===== src/design/fppc_pkg.sv =====
// Package with register map, field layout, reset values and timing of the float pulse block.
package fppc_pkg;

    // -------------------------------------------------------------
    // Register indexes; the byte address is four times the index.
    // -------------------------------------------------------------
    localparam logic [7:0] IDX_LED_A   = 8'h3E;
    localparam logic [7:0] IDX_LED_B   = 8'h3F;
    localparam logic [7:0] IDX_MATH    = 8'h58;
    localparam logic [7:0] IDX_FLOAT_B = 8'h59;
    localparam logic [7:0] IDX_FIRE    = 8'h5A;
    localparam logic [7:0] IDX_STATUS  = 8'h60;
    localparam logic [7:0] IDX_RES_A   = 8'h61;
    localparam logic [7:0] IDX_RES_B   = 8'h62;
    localparam int         NCFG        = 5;

    // -------------------------------------------------------------
    // Field positions (low bit of each field).
    // -------------------------------------------------------------
    localparam int SEL_LSB    = 14;
    localparam int WIDTH_LSB  = 8;
    localparam int DELAY_LSB  = 0;
    localparam int M34B_LSB   = 10;
    localparam int M34A_LSB   = 8;
    localparam int INTBUF_BIT = 7;
    localparam int M12B_LSB   = 5;
    localparam int M12A_LSB   = 1;
    localparam int FEN_LSB    = 13;
    localparam int PRECON_LSB = 8;
    localparam int FIREB_LSB  = 12;
    localparam int FIREA_LSB  = 8;

    // -------------------------------------------------------------
    // Reset values and codes.
    // -------------------------------------------------------------
    localparam logic [15:0] RST_LED     = 16'h0320;
    localparam logic [15:0] RST_MATH    = 16'h0000;
    localparam logic [15:0] RST_FLOAT_B = 16'h0808;
    localparam logic [15:0] RST_FIRE    = 16'h0000;
    localparam logic [1:0]  FEN_ON      = 2'h3;

    // -------------------------------------------------------------
    // Timing and data widths.
    // -------------------------------------------------------------
    localparam int         CLK_NS   = 50;
    localparam int         STEP_NS  = 1000;
    localparam int         STEP_CYC = STEP_NS / CLK_NS;
    localparam logic [7:0] GAP_US   = 8'h01;
    localparam int         SMP_W    = 14;
    localparam int         ACC_W    = 20;

    // Slot sequencer states.
    typedef enum logic [4:0] {
        S_IDLE   = 5'h01,
        S_PRECON = 5'h02,
        S_DELAY  = 5'h04,
        S_PULSE  = 5'h08,
        S_GAP    = 5'h10
    } fppc_seq_t;

endpackage


===== src/design/fppc_math_if.sv =====
// Interface between a slot sequencer and its sample math unit.
`timescale 1ns/1ns
interface fppc_math_if;
    // Control from the slot sequencer.
    logic                              clear;
    logic                              smp_valid;
    logic signed [fppc_pkg::SMP_W-1:0] smp;
    logic        [1:0]                 early_op;
    logic        [1:0]                 late_op;
    // State of the math unit.
    logic        [1:0]                 idx;
    logic signed [fppc_pkg::ACC_W-1:0] acc;

    modport ctrl (output clear, smp_valid, smp, early_op, late_op, input idx, acc);
    modport math (input clear, smp_valid, smp, early_op, late_op, output idx, acc);
endinterface


===== src/design/fppc_float_cfg.sv =====
// Float pulse configuration registers, slot pulse sequencers and Wishbone slave.
//
// Register access over Wishbone was decided locally.
`timescale 1ns/1ns
// -------------------------------------------------------------
// -------------------------------------------------------------
module fppc_float_cfg (
    // Clock, reset and clock enable.
    input  wire logic                                ref_clk,
    input  wire logic                                resetn,
    input  wire logic                                ce,
    // Wishbone slave.
    input  wire logic                                wb_cyc_i,
    input  wire logic                                wb_stb_i,
    input  wire logic                                wb_we_i,
    input  wire logic [9:0]                          wb_adr_i,
    input  wire logic [3:0]                          wb_sel_i,
    input  wire logic [31:0]                         wb_dat_i,
    output logic      [31:0]                         wb_dat_o,
    output logic                                     wb_ack_o,
    // Slot sequencing.
    input  wire logic [1:0]                          slot_start,
    input  wire logic [1:0][7:0]                     slot_pulses,
    output logic      [1:0]                          slot_busy,
    output logic      [1:0]                          slot_done,
    // Samples and sums.
    input  wire logic [1:0]                          smp_valid,
    input  wire logic [1:0][fppc_pkg::SMP_W-1:0]     smp_data,
    output logic      [1:0][fppc_pkg::ACC_W-1:0]     slot_result,
    // LED drivers and analog setup.
    output logic      [2:0]                          led_drive,
    input  wire logic                                tia_adc_mode,
    output logic                                     int_as_buffer
);

    // -------------------------------------------------------------
    // State
    // -------------------------------------------------------------
    typedef struct packed {
        logic [fppc_pkg::NCFG-1:0][15:0] cfg;
        logic                            ack;
        logic [31:0]                     dat;
        logic                            intbuf;
        fppc_pkg::fppc_seq_t [1:0]       st;
        logic [1:0][7:0]                 cnt;
        logic [1:0][7:0]                 pdone;
        logic [1:0]                      done;
        logic [1:0][2:0]                 sled;
        logic [1:0][12:0]                ph;
    } fppc_top_state_t;

    localparam fppc_top_state_t RST_ST = '{
        cfg:     {fppc_pkg::RST_FIRE, fppc_pkg::RST_FLOAT_B, fppc_pkg::RST_MATH,
                  fppc_pkg::RST_LED, fppc_pkg::RST_LED},
        st:      '{fppc_pkg::S_IDLE, fppc_pkg::S_IDLE},
        default: '0
    };

    fppc_top_state_t               r, n;
    logic                          hit;
    logic [2:0]                    k;
    logic [31:0]                   rd;
    logic [1:0]                    tclr;
    logic [1:0]                    tick_w;
    logic [1:0]                    busy;
    logic [1:0][fppc_pkg::ACC_W-1:0] acc_w;
    logic [7:0]                    dl;
    logic [7:0]                    wd;
    logic [7:0]                    pc;
    logic [1:0]                    sel;
    logic [3:0]                    msk;
    logic                          fen_ok;
    logic                          last;
    logic [1:0][2:0]               sel_dec;
    logic [1:0]                    mbit;
    logic [2:0]                    fire;

    // -------------------------------------------------------------
    // Next state: register access and slot sequencers
    // -------------------------------------------------------------
    always_comb begin
        n      = r;
        hit    = 1'b0;
        k      = 3'h0;
        rd     = 32'h0000_0000;
        tclr   = 2'b00;
        dl     = 8'h00;
        wd     = 8'h00;
        pc     = 8'h00;
        sel    = 2'h0;
        msk    = 4'h0;
        fen_ok = 1'b0;
        last   = 1'b0;
        fire   = 3'h0;
        sel_dec = '0;
        mbit    = 2'b00;

        // Address decode of the configuration words.
        case (wb_adr_i[9:2])
            fppc_pkg::IDX_LED_A: begin
                hit = 1'b1;
                k   = 3'h0;
            end
            fppc_pkg::IDX_LED_B: begin
                hit = 1'b1;
                k   = 3'h1;
            end
            fppc_pkg::IDX_MATH: begin
                hit = 1'b1;
                k   = 3'h2;
            end
            fppc_pkg::IDX_FLOAT_B: begin
                hit = 1'b1;
                k   = 3'h3;
            end
            fppc_pkg::IDX_FIRE: begin
                hit = 1'b1;
                k   = 3'h4;
            end
            default: begin
                hit = 1'b0;
            end
        endcase

        // Read data; unmapped addresses read as zero.
        if (hit) begin
            rd = {16'h0000, r.cfg[k]};
        end else if (wb_adr_i[9:2] == fppc_pkg::IDX_STATUS) begin
            rd = {29'h0, r.intbuf, busy};
        end else if (wb_adr_i[9:2] == fppc_pkg::IDX_RES_A) begin
            rd = {{(32 - fppc_pkg::ACC_W){1'b0}}, acc_w[0]};
        end else if (wb_adr_i[9:2] == fppc_pkg::IDX_RES_B) begin
            rd = {{(32 - fppc_pkg::ACC_W){1'b0}}, acc_w[1]};
        end

        // One-cycle acknowledge; read data is captured with it.
        n.ack = wb_cyc_i && wb_stb_i && !r.ack;
        if (n.ack) begin
            n.dat = rd;
        end

        // Writes land on the edge that samples the acknowledge, per byte lane.
        if (r.ack && wb_cyc_i && wb_stb_i && wb_we_i && hit) begin
            for (int b = 0; b < 2; b++) begin
                if (wb_sel_i[b]) begin
                    n.cfg[k][b*8 +: 8] = wb_dat_i[b*8 +: 8];
                end
            end
        end

        // Integrator buffer only in TIA ADC mode.
        n.intbuf = r.cfg[2][fppc_pkg::INTBUF_BIT] && tia_adc_mode;

        // Per-slot pulse sequencer.
        for (int s = 0; s < 2; s++) begin
            dl  = r.cfg[s][fppc_pkg::DELAY_LSB +: 8];
            wd  = {3'h0, r.cfg[s][fppc_pkg::WIDTH_LSB +: 5]};
            pc  = {3'h0, r.cfg[3][fppc_pkg::PRECON_LSB +: 5]};
            sel = r.cfg[s][fppc_pkg::SEL_LSB +: 2];
            msk = r.cfg[4][(s == 0 ? fppc_pkg::FIREA_LSB : fppc_pkg::FIREB_LSB) +: 4];
            // Slot B starts only when its float enable is three.
            fen_ok = (s == 0) || (r.cfg[3][fppc_pkg::FEN_LSB +: 2] == fppc_pkg::FEN_ON);
            last   = (r.cnt[s] <= 8'h01);
            // Two-bit code to one driver line; code zero drives none.
            sel_dec[s] = (sel == 2'h0) ? 3'h0 : 3'(3'h1 << (sel - 2'h1));
            // Mask bit of the current group position.
            mbit[s] = msk[r.pdone[s][1:0]];
            fire    = mbit[s] ? 3'h0 : sel_dec[s];
            n.done[s] = 1'b0;
            if (tick_w[s] && !last) begin
                n.cnt[s] = r.cnt[s] - 8'h01;
            end
            case (r.st[s])
                fppc_pkg::S_IDLE: begin
                    if (slot_start[s] && fen_ok) begin
                        tclr[s]    = 1'b1;
                        n.pdone[s] = 8'h00;
                        if (s == 1) begin
                            n.st[s]  = fppc_pkg::S_PRECON;
                            n.cnt[s] = pc;
                        end else begin
                            n.st[s]  = fppc_pkg::S_DELAY;
                            n.cnt[s] = dl;
                        end
                    end
                end
                fppc_pkg::S_PRECON: begin
                    if (tick_w[s] && last) begin
                        n.st[s]  = fppc_pkg::S_DELAY;
                        n.cnt[s] = dl;
                    end
                end
                fppc_pkg::S_DELAY: begin
                    if (tick_w[s] && last) begin
                        n.st[s]   = fppc_pkg::S_PULSE;
                        n.cnt[s]  = wd;
                        n.sled[s] = fire;
                    end
                end
                fppc_pkg::S_PULSE: begin
                    // Pulse lasts its width in microseconds.
                    if (tick_w[s] && last) begin
                        n.sled[s]  = 3'h0;
                        n.pdone[s] = r.pdone[s] + 8'h01;
                        if (r.pdone[s] + 8'h01 >= slot_pulses[s]) begin
                            n.st[s]   = fppc_pkg::S_IDLE;
                            n.done[s] = 1'b1;
                        end else begin
                            n.st[s]  = fppc_pkg::S_GAP;
                            n.cnt[s] = fppc_pkg::GAP_US;
                        end
                    end
                end
                fppc_pkg::S_GAP: begin
                    if (tick_w[s] && last) begin
                        n.st[s]   = fppc_pkg::S_PULSE;
                        n.cnt[s]  = wd;
                        n.sled[s] = fire;
                    end
                end
                default: begin
                    n.st[s]   = fppc_pkg::S_IDLE;
                    n.sled[s] = 3'h0;
                end
            endcase
            // Enabled cycles spent in the current phase.
            n.ph[s] = (n.st[s] != r.st[s]) ? 13'h0000 : 13'(r.ph[s] + 13'h0001);
        end
    end

    // State register; a low clock enable freezes everything.
    always_ff @(posedge ref_clk or negedge resetn) begin
        if (!resetn) begin
            r <= RST_ST;
        end else if (ce) begin
            r <= n;
        end
    end

    // Outputs from flip-flops; led_drive ORs both slots and slot_busy decodes the state.
    assign wb_ack_o      = r.ack;
    assign wb_dat_o      = r.dat;
    assign slot_done     = r.done;
    assign slot_busy     = busy;
    assign slot_result   = acc_w;
    assign int_as_buffer = r.intbuf;
    assign led_drive     = r.sled[0] | r.sled[1];

    // -------------------------------------------------------------
    // Per-slot tick and sample math
    // -------------------------------------------------------------
    for (genvar g = 0; g < 2; g++) begin : g_slot
        fppc_math_if mif ();
        logic [12:0] dly_cyc;
        logic [12:0] wid_cyc;

        assign busy[g] = (r.st[g] != fppc_pkg::S_IDLE);

        assign mif.clear     = tclr[g] && ce;
        assign mif.smp_valid = smp_valid[g];
        assign mif.smp       = smp_data[g];
        assign mif.early_op  =
            r.cfg[2][(g == 0 ? fppc_pkg::M12A_LSB : fppc_pkg::M12B_LSB) +: 2];
        assign mif.late_op   =
            r.cfg[2][(g == 0 ? fppc_pkg::M34A_LSB : fppc_pkg::M34B_LSB) +: 2];
        assign acc_w[g]      = mif.acc;

        fppc_tick #(.DIV(fppc_pkg::STEP_CYC)) u_tick (
            .ref_clk (ref_clk),
            .resetn  (resetn),
            .ce      (ce),
            .clear   (tclr[g]),
            .tick    (tick_w[g])
        );

        fppc_sample_math u_math (
            .ref_clk (ref_clk),
            .resetn  (resetn),
            .ce      (ce),
            .m       (mif.math)
        );

        // Expected phase lengths in enabled cycles, zero counting as one step.
        assign dly_cyc = 13'((r.cfg[g][7:0] == 8'h00 ? 1 : int'(r.cfg[g][7:0]))
                             * fppc_pkg::STEP_CYC - 1);
        assign wid_cyc = 13'((r.cfg[g][12:8] == 5'h00 ? 1 : int'(r.cfg[g][12:8]))
                             * fppc_pkg::STEP_CYC - 1);

        if (g == 1) begin : g_b

        end
    end
endmodule


===== src/design/fppc_tick.sv =====
// Microsecond tick generator with a phase restart.
`timescale 1ns/1ns
module fppc_tick #(
    parameter int DIV = 20
) (
    // Clock, reset and clock enable.
    input  wire logic ref_clk,
    input  wire logic resetn,
    input  wire logic ce,
    // Restart and tick.
    input  wire logic clear,
    output logic      tick
);
    localparam int CW = $clog2(DIV);

    typedef struct packed {
        logic [CW-1:0] cnt;
    } fppc_tick_state_t;

    fppc_tick_state_t r, n;

    // One tick every DIV enabled cycles after a restart.
    assign tick = ce && !clear && (r.cnt == CW'(DIV - 1));

    // Next count.
    always_comb begin
        n = r;
        if (clear || tick) begin
            n.cnt = '0;
        end else begin
            n.cnt = CW'(r.cnt + 1'b1);
        end
    end

    // State register.
    always_ff @(posedge ref_clk or negedge resetn) begin
        if (!resetn) begin
            r <= '0;
        end else if (ce) begin
            r <= n;
        end
    end
endmodule


===== src/design/fppc_sample_math.sv =====
// Add and subtract unit for the samples of each four-pulse group.
`timescale 1ns/1ns
module fppc_sample_math (
    // Clock, reset and clock enable.
    input  wire logic  ref_clk,
    input  wire logic  resetn,
    input  wire logic  ce,
    // Link to the slot sequencer.
    fppc_math_if.math  m
);
    typedef struct packed {
        logic        [1:0]                 idx;
        logic signed [fppc_pkg::ACC_W-1:0] acc;
    } fppc_math_state_t;

    fppc_math_state_t                  r, n;
    logic signed [fppc_pkg::ACC_W-1:0] sext;
    logic                              neg;

    // Sign-extended sample and its sign from the pair code of its group position.
    assign sext = fppc_pkg::ACC_W'(m.smp);
    assign neg  = r.idx[1] ? (r.idx[0] ? m.late_op[0] : m.late_op[1])
                           : (r.idx[0] ? m.early_op[0] : m.early_op[1]);

    // Group position wraps every four samples.
    always_comb begin
        n = r;
        if (m.clear) begin
            n.idx = 2'h0;
            n.acc = '0;
        end else if (m.smp_valid) begin
            n.idx = r.idx + 2'h1;
            n.acc = neg ? r.acc - sext : r.acc + sext;
        end
    end

    // State register.
    always_ff @(posedge ref_clk or negedge resetn) begin
        if (!resetn) begin
            r <= '0;
        end else if (ce) begin
            r <= n;
        end
    end

    assign m.idx = r.idx;
    assign m.acc = r.acc;
endmodule


===== config.mk =====
export PLATFORM = sky130hd
export DESIGN_NAME = fppc_float_cfg
export DESIGN_NICKNAME = d
export VERILOG_FILES = /design/src/design/fppc_pkg.sv /design/src/design/fppc_math_if.sv /design/src/design/fppc_float_cfg.sv /design/src/design/fppc_tick.sv /design/src/design/fppc_sample_math.sv
export SDC_FILE = /design/constraint.sdc
export NUM_CORES = 1
export LEC_CHECK = 0
export BUFFER_PORTS_ARGS = -buffer_cell sky130_fd_sc_hd__buf_2
export CAP_MARGIN = 0
export CORE_AREA = 2 2 118 206
export DETAILED_ROUTE_END_ITERATION = 10
export DIE_AREA = 0 0 120 208
export PLACE_DENSITY_LB_ADDON = 0.12
export SYNTH_ARGS = -nofsm -noshare
export SYNTH_HDL_FRONTEND = slang
export SYNTH_HIERARCHICAL = 1
export SYNTH_SLANG_ARGS = --single-unit

===== constraint.sdc =====
create_clock -name ref_clk -period 5.1 [get_ports ref_clk]
set_input_delay 0.765 -clock ref_clk [delete_from_list [all_inputs] [get_ports ref_clk]]
set_output_delay 0.765 -clock ref_clk [all_outputs]
set_load 0.05 [all_outputs]

==> qor.txt, run 1 <==
Setup ws final - 1.21 ns
Top-level I/O count - 182
Critical path required time - 5.49 ns
Layout net count - 1,701
Setup-failing EPs final - 0
I/O Buffers - 149
Largest net degree at the start of global routing - 112
Clock share of power - 21.8%
Tmin final - 3.89 ns
Grt ovf - 0
Yosys warnings - 6
DIE AREA - 25,000 µm²
Clock Pin Slew Worst Setup and Hold Paths - 0.06 ns
Slew margin rel. - 37.1%
WL/cell - 20.2 µm
Die Ht - 208 µm
Hold Fails Final Rpt - 0
Via-to-Cell Ratio - 6.21
Seq pwr share - 33.6%
Initial DRT Pass Iterations - 5
GRT Total Usage - 30.1%
Startpoint class of the critical path - flip-flop
Register area share after synthesis - 38.0%
Most Used Layer, Global Route - met2
Commonest cells in the synthesized netlist - 195 x dfrtp_1, 126 x nand2_1, 100 x nor2_1
Slew of the pin with the lowest slew margin - 0.944 ns
Number of placement rows - 74
Global-route wire length before repair - 60.0 mm
Vias in the first global route - 11,400
Comb pwr share - 44.6%
Sink Count - 205
Via count - 11,500
Post-synth top area cell - dfrtp_1
Clock Skew - 0.0203 ns
CTS Buf Count - 21
Max_cap viols - 0
Antenna violations before repair - 1
Drt initial violations - 701
Peak VDD IR - 0.454 mV
Max Clk Rate - 257 MHz
Crit path kind - flip-flop to flip-flop
CTS tree - yes
Die width - 120 µm
Total Neg Setup Slack - 0 ns
PwrDens - 469 nW/µm²
M3 GR Usage - 4.47%
Met2 GRT Util - 53.3%
Starting Density - 58.2%
Post-CTS setup buffers - 0
Cell count after synthesis - 1,427
Top-count cell post-synth - dfrtp_1
Status - finished, final reports clean
Clock Path Buffers - 3
Post-Route WL - 37.5 mm
Post-place setup slack - 0.774 ns
Area grow syn2layout - 11.1%
Post-route DRC violation count - 0
H-tree levels - 1
CTS root buf - clkbuf_16
Cell variety after synth - 95
CP arrival - 4.29 ns
Net Sw Power - 3.12 mW
Share of the synthesized area in the top cell type - 36.1%
Core Area - 23,200 µm²
Fin. max-slew vios - 0
Resize count post-CTS - 0
Worst hold path class - input port to asynchronous set/reset pin
Leak Pwr - 7.05 nW
Worst-Skew Late Latency - 0.51 ns
Share of cells above drive strength 1 - 22.3%
Synthesized area per cell - 9.48 µm²
Period utilization - 76.4%
ANT nets after route - 0
Synth top area cells - dfrtp_1 36%, mux2_2 7.2%, ha_1 5.9%, nand2_1 3.5%, a21oi_1 3.5%
Number of synthesized flops with an enable pin - 0
Pint - 3.93 mW
Cts hold-fix bufs - 0
Async S/R FF share, synth - 100%
Fillcell total - 1,961
Sw Share - 44.3%
Detailed Place HPWL - 28.4 mm
Routability cong. - 0.915
Crit end category - flip-flop
CP max FO - 19
Top FF cell, synth - dfrtp_1
RSZ-0062 raised after global routing - false
#FFs+latches synth - 205
Area of the mapped netlist - 13,500 µm²
GR Layer Usage met1 - 33.8%
## metal layers
metal / routed length [µm] / vias to the layer above
met2: 19400 / 357
met3: 1910 / 102
met1: 13900 / 5617
met5: 0 / -
met4: 2350 / 0
li1: - / 5429
## stage by stage
step / instance area [µm²] / power (mW) / cells / utilization [%] / hold WS (ns)
2_1_floorplan: 13600 / 4.66 / 1438 / - / 0.440
3_3_place_gp: 14400 / 5.45 / 1815 / 61.7 / 0.452
3_5_place_dp: 14400 / 5.51 / 1815 / 61.7 / 0.459
4_1_cts: 15000 / 7.06 / 1852 / 64.7 / 0.402
5_1_grt: 15000 / 7.45 / 1852 / 64.7 / 0.432
6_report: 15000 / 7.05 / 1853 / 64.7 / 0.353
## final cells by class
| type | count | area, µm² | area share [%] |
|---|---|---|---|
| Clock inverter | 3 | 42.5 | 0.283 |
| Clock buffer | 34 | 634 | 4.22 |
| Tap cell | 304 | 380 | 2.53 |
| Multi-Input combinational cell | 1076 | 7670 | 51.0 |
| Inverter | 57 | 214 | 1.42 |
| Antenna cell | 1 | 2.50 | 0.0167 |
| Timing Repair Buffer | 173 | 947 | 6.30 |
| Sequential cell | 205 | 5140 | 34.2 |
## logic make-up (layout without fill, tap and decap cells)
group                    after synthesis  after routing  synth area share, %
AND/OR/NAND/NOR                      426            426                 16.1
AO/OA/AOI/OAI                        394            394                 20.2
flip-flops                           205            205                 38.0
buffers and inverters                157            267                 5.70
multiplexers                         113            113                 9.53
adder cells (fa/ha/maj)               66             66                 6.22
XOR/XNOR                              65             65                 4.21
other                                  1             13               0.0277
## power by group through the flow
stage,combinational [mW],sequential [mW],clock (mW)
3_3_place_gp,3.07,2.38,0
5_1_grt,3.43,2.39,1.63
6_report,3.14,2.37,1.54
3_5_place_dp,3.13,2.39,0
4_1_cts,3.14,2.36,1.56
2_1_floorplan,1.96,2.70,0
## placed cells by master (no fill, tap or decap), types with 12 or more instances in the layout
master / instances
xor2_1: 17
nor2_1: 100
ha_1: 64
o22a_1: 15
a22oi_1: 22
inv_1: 57
nand2_1: 126
nand4_1: 13
mux2_2: 86
dfrtp_1: 195
nand2b_1: 18
a21o_1: 17
nor3_1: 23
a22o_1: 34
conb_1: 12
o31ai_1: 18
a21oi_1: 94
mux2i_1: 23
o21ai_0: 62
nand3_1: 38
buf_2: 148
clkbuf_16: 21
buf_4: 23
nor2b_1: 17
a221oi_1: 22
xnor2_1: 48
## worst max-delay path, stage by stage, from the launching register on
cell      delay [ns]
dfrtp_1         0.42
mux4_2          0.73
a21oi_1         0.24
xnor2_1         0.17
ha_1            0.30
a21o_1          0.21
a221o_1         0.38
a221o_1         0.42
a211oi_2        0.37
o21ai_1         0.16
xor2_1          0.16
a22o_1          0.20
## sequential cells by signal (all words and copies together), names as in the netlist, 2 cells and up
signal,flops
dl,8
g_slot.mif.early_op,4
g_slot.mif.late_op,4
g_slot.u_math/m.acc,40
g_slot.u_math/m.idx,4
g_slot.u_tick/r,10
msk,4
pc,5
r,102
slot_done,2
wb_dat_o,20
## path summary, 6_finish.rpt
| path | startpoint | to | slack [ns] | cells after the start |
|---|---|---|---|---|
| max in group asynchronous | resetn | dl[5]$_DFFE_PN1P_ | 3.74 | 2 |
| hold reg to reg | r[29]$_DFFE_PN0P_ | r[29]$_DFFE_PN0P_ | 0.48 | 2 |
| setup / recovery | g_slot[1].u_math/m.idx[0]$_DFFE_PN0P_ | g_slot[1].u_math/m.acc[18]$_DFFE_PN0P_ | 1.21 | 11 |
| hold / removal | resetn | g_slot[0].u_tick/r[0]$_DFFE_PN0P_ | 0.35 | 1 |
| setup reg to reg | g_slot[1].u_math/m.idx[0]$_DFFE_PN0P_ | g_slot[1].u_math/m.acc[18]$_DFFE_PN0P_ | 1.21 | 11 |
| min in group ref_clk | r[29]$_DFFE_PN0P_ | r[29]$_DFFE_PN0P_ | 0.48 | 2 |
No activity file was read; power rests on OpenSTA's default activity.
==> run 2: changes to the inputs <==
CORE_AREA = 2 2 124 217   (was 2 2 118 206)
DIE_AREA = 0 0 126 219   (was 0 0 120 208)
clock period = 3.5 ns   (was 5.1 ns; I/O delays follow)
==> qor.txt, run 2 (same netlist as run 1, synthesis figures left out) <==
ANT nets after route - 0
Peak VDD IR - 0.541 mV
CP arrival - 3.86 ns
CTS tree - yes
Drt initial violations - 546
Post-route DRC violation count - 0
Worst hold path class - input port to asynchronous set/reset pin
Status - finished, final reports clean
RSZ-0062 raised after global routing - true
Pint - 6.14 mW
GR Layer Usage met1 - 30.6%
WL/cell - 20.2 µm
Grt ovf - 0
Cell mode on critical path - a211o_1
Cts hold-fix bufs - 0
Most frequent cells in the layout - 192 x dfrtp_1, 148 x buf_2, 126 x nand2_1, 107 x buf_4, 96 x nor2_1
Net Sw Power - 4.71 mW
Worst-Skew Late Latency - 0.52 ns
Post-Route WL - 39.4 mm
H-tree levels - 1
Vias in the first global route - 11,700
Post-place setup slack - -0.113 ns
Die Ht - 219 µm
Antenna violations before repair - 0
Worst Reg-to-Reg Cells - 10
Reg with most FFs - r
Max_cap viols - 0
Slew margin rel. - 41.5%
Sw Share - 43.4%
Max reg flops - 102
Commonest non-fill, non-tap cell in the layout - dfrtp_1
Startpoint class of the critical path - flip-flop
Critical path required time - 3.94 ns
Largest net degree at the start of global routing - 86
Seq pwr share - 31.8%
Period utilization - 97.8%
Hold Fails Final Rpt - 0
Slowest cell delay on critical path - 0.65 ns
CTS Buf Count - 21
Leak Pwr - 7.50 nW
Top-level I/O count - 182
Final Power - 10.9 mW
Starting Density - 52.5%
Setup-failing EPs final - 0
Slew of the pin with the lowest slew margin - 0.869 ns
Clock share of power - 21.9%
Core Util, Final - 61.4%
CTS root buf - clkbuf_16
Sequential cell area - 5150 µm²
RR Endpoint - g_slot[0].u_math/m.acc[19]$_DFFE_PN0P_
CP max FO - 7
Number of antenna diodes - 0
Layout net count - 1,787
Clock Pin Slew Worst Setup and Hold Paths - 0.07 ns
Global-route wire length before repair - 62.0 mm
Area grow syn2layout - 17.0%
Area of the multi-input gates - 7750 µm²
PwrDens - 686 nW/µm²
Met2 GRT Util - 53.1%
Initial DRT Pass Iterations - 6
Most Used Layer, Global Route - met2
Clock Path Buffers - 3
Max Clk Rate - 292 MHz
M3 GR Usage - 3.29%
Comb pwr share - 46.3%
Tmin final - 3.42 ns
Core Area - 25,800 µm²
Buf/Inv on CP - 1
Setup ws final - 0.0758 ns
WP depth - 10
Sink Count - 205
Crit-path leading delay family - compound AO/OA/AOI/OAI gates
Die width - 126 µm
Crit end category - flip-flop
Detailed Place HPWL - 30.2 mm
Worst path slowest cell - mux4_2
I/O Buffers - 149
Share of cells above drive strength 1 - 27.8%
Routability cong. - 0.945
R2r startpoint - g_slot[0].u_math/m.idx[0]$_DFFE_PN0P_
Fin. max-slew vios - 0
Number of placement rows - 78
GRT Total Usage - 28.0%
DIE AREA - 27,600 µm²
R2R Setup Slk - 0.08 ns
Via-to-Cell Ratio - 5.99
Via count - 11,700
Crit path kind - flip-flop to flip-flop
Fillcell total - 2,277
Clock Skew - 0.0244 ns
Critical path cell sequence - mux4_2 > mux2_2 > inv_1 > ha_1 > nor2b_1 > o31a_1 > a211o_1 > a211o_1 > or4b_1 > o2111ai_1
## run 2: cell count changes in the layout (fill, tap and decap cells not counted), moves of 4 or more
cell     previous run  this run
nor2_1            100        96
nor2_2              1         5
a21oi_2             3        10
a21oi_1            94        87
buf_4              23       107
## run 2: power groups by stage
stage / clock network [mW] / logic (mW) / registers, mW
5_1_grt: 2.49 / 5.48 / 3.50
6_report: 2.38 / 5.02 / 3.45
4_1_cts: 2.41 / 4.95 / 3.44
2_1_floorplan: 0 / 2.86 / 3.93
3_3_place_gp: 0 / 4.84 / 3.47
3_5_place_dp: 0 / 4.92 / 3.48
## run 2: area by class of cell
type | instances | area share [%]
well taps | 320 | 2.53
clock buffers | 28 | 3.68
multi-input cells | 1077 | 49.0
flip-flops and latches | 205 | 32.5
inverters | 57 | 1.35
clock inverters | 10 | 0.870
repair buffers | 258 | 10.1
## run 2: worst max-delay path by stage
stage	start	end	slack [ns]
final	g_slot[0].u_math/m.idx[0]$_DFFE_PN0P_	g_slot[0].u_math/m.acc[19]$_DFFE_PN0P_	0.08
after global routing	g_slot[1].u_math/m.idx[0]$_DFFE_PN0P_	g_slot[1].u_math/m.acc[16]$_DFFE_PN0P_	-0.03
after CTS	g_slot[1].mif.late_op[1]$_DFFE_PN0P_	g_slot[1].u_math/m.acc[18]$_DFFE_PN0P_	0.03
after detailed placement	smp_data[19]	g_slot[1].u_math/m.acc[18]$_DFFE_PN0P_	-0.11
after global placement	smp_data[19]	g_slot[1].u_math/m.acc[18]$_DFFE_PN0P_	-0.11
after floorplan	g_slot[1].u_math/m.idx[0]$_DFFE_PN0P_	g_slot[1].u_math/m.acc[16]$_DFFE_PN0P_	0.009
## run 2: per-layer routing
metal  vias up  part of all wire (%)  wire length (µm)
met5         -                     0                 0
met4         0                   4.8              1880
met3        80                   4.8              1890
met2       318                    54             21100
met1      5723                    37             14600
li1       5582                     -                 -
## run 2: timing repair
item / in CTS / in global routing
pin swaps: 3 / 14
endpoints found under the setup margin: 2 / 8
gates cloned: 0 / 1
setup buffers: 2 / 8
gates resized for setup: 2 / 20
## run 2: metrics by stage
step | TNS [ns] | hold slack [ns] | std cells | area (µm²)
2_1_floorplan | 0 | 0.229 | 1438 | 13600
3_3_place_gp | -0.255 | 0.454 | 1906 | 14900
3_5_place_dp | -0.294 | 0.463 | 1906 | 14900
4_1_cts | 0 | 0.0839 | 1946 | 15700
5_1_grt | -0.0685 | 0.0900 | 1955 | 15800
6_report | 0 | 0.0259 | 1955 | 15800
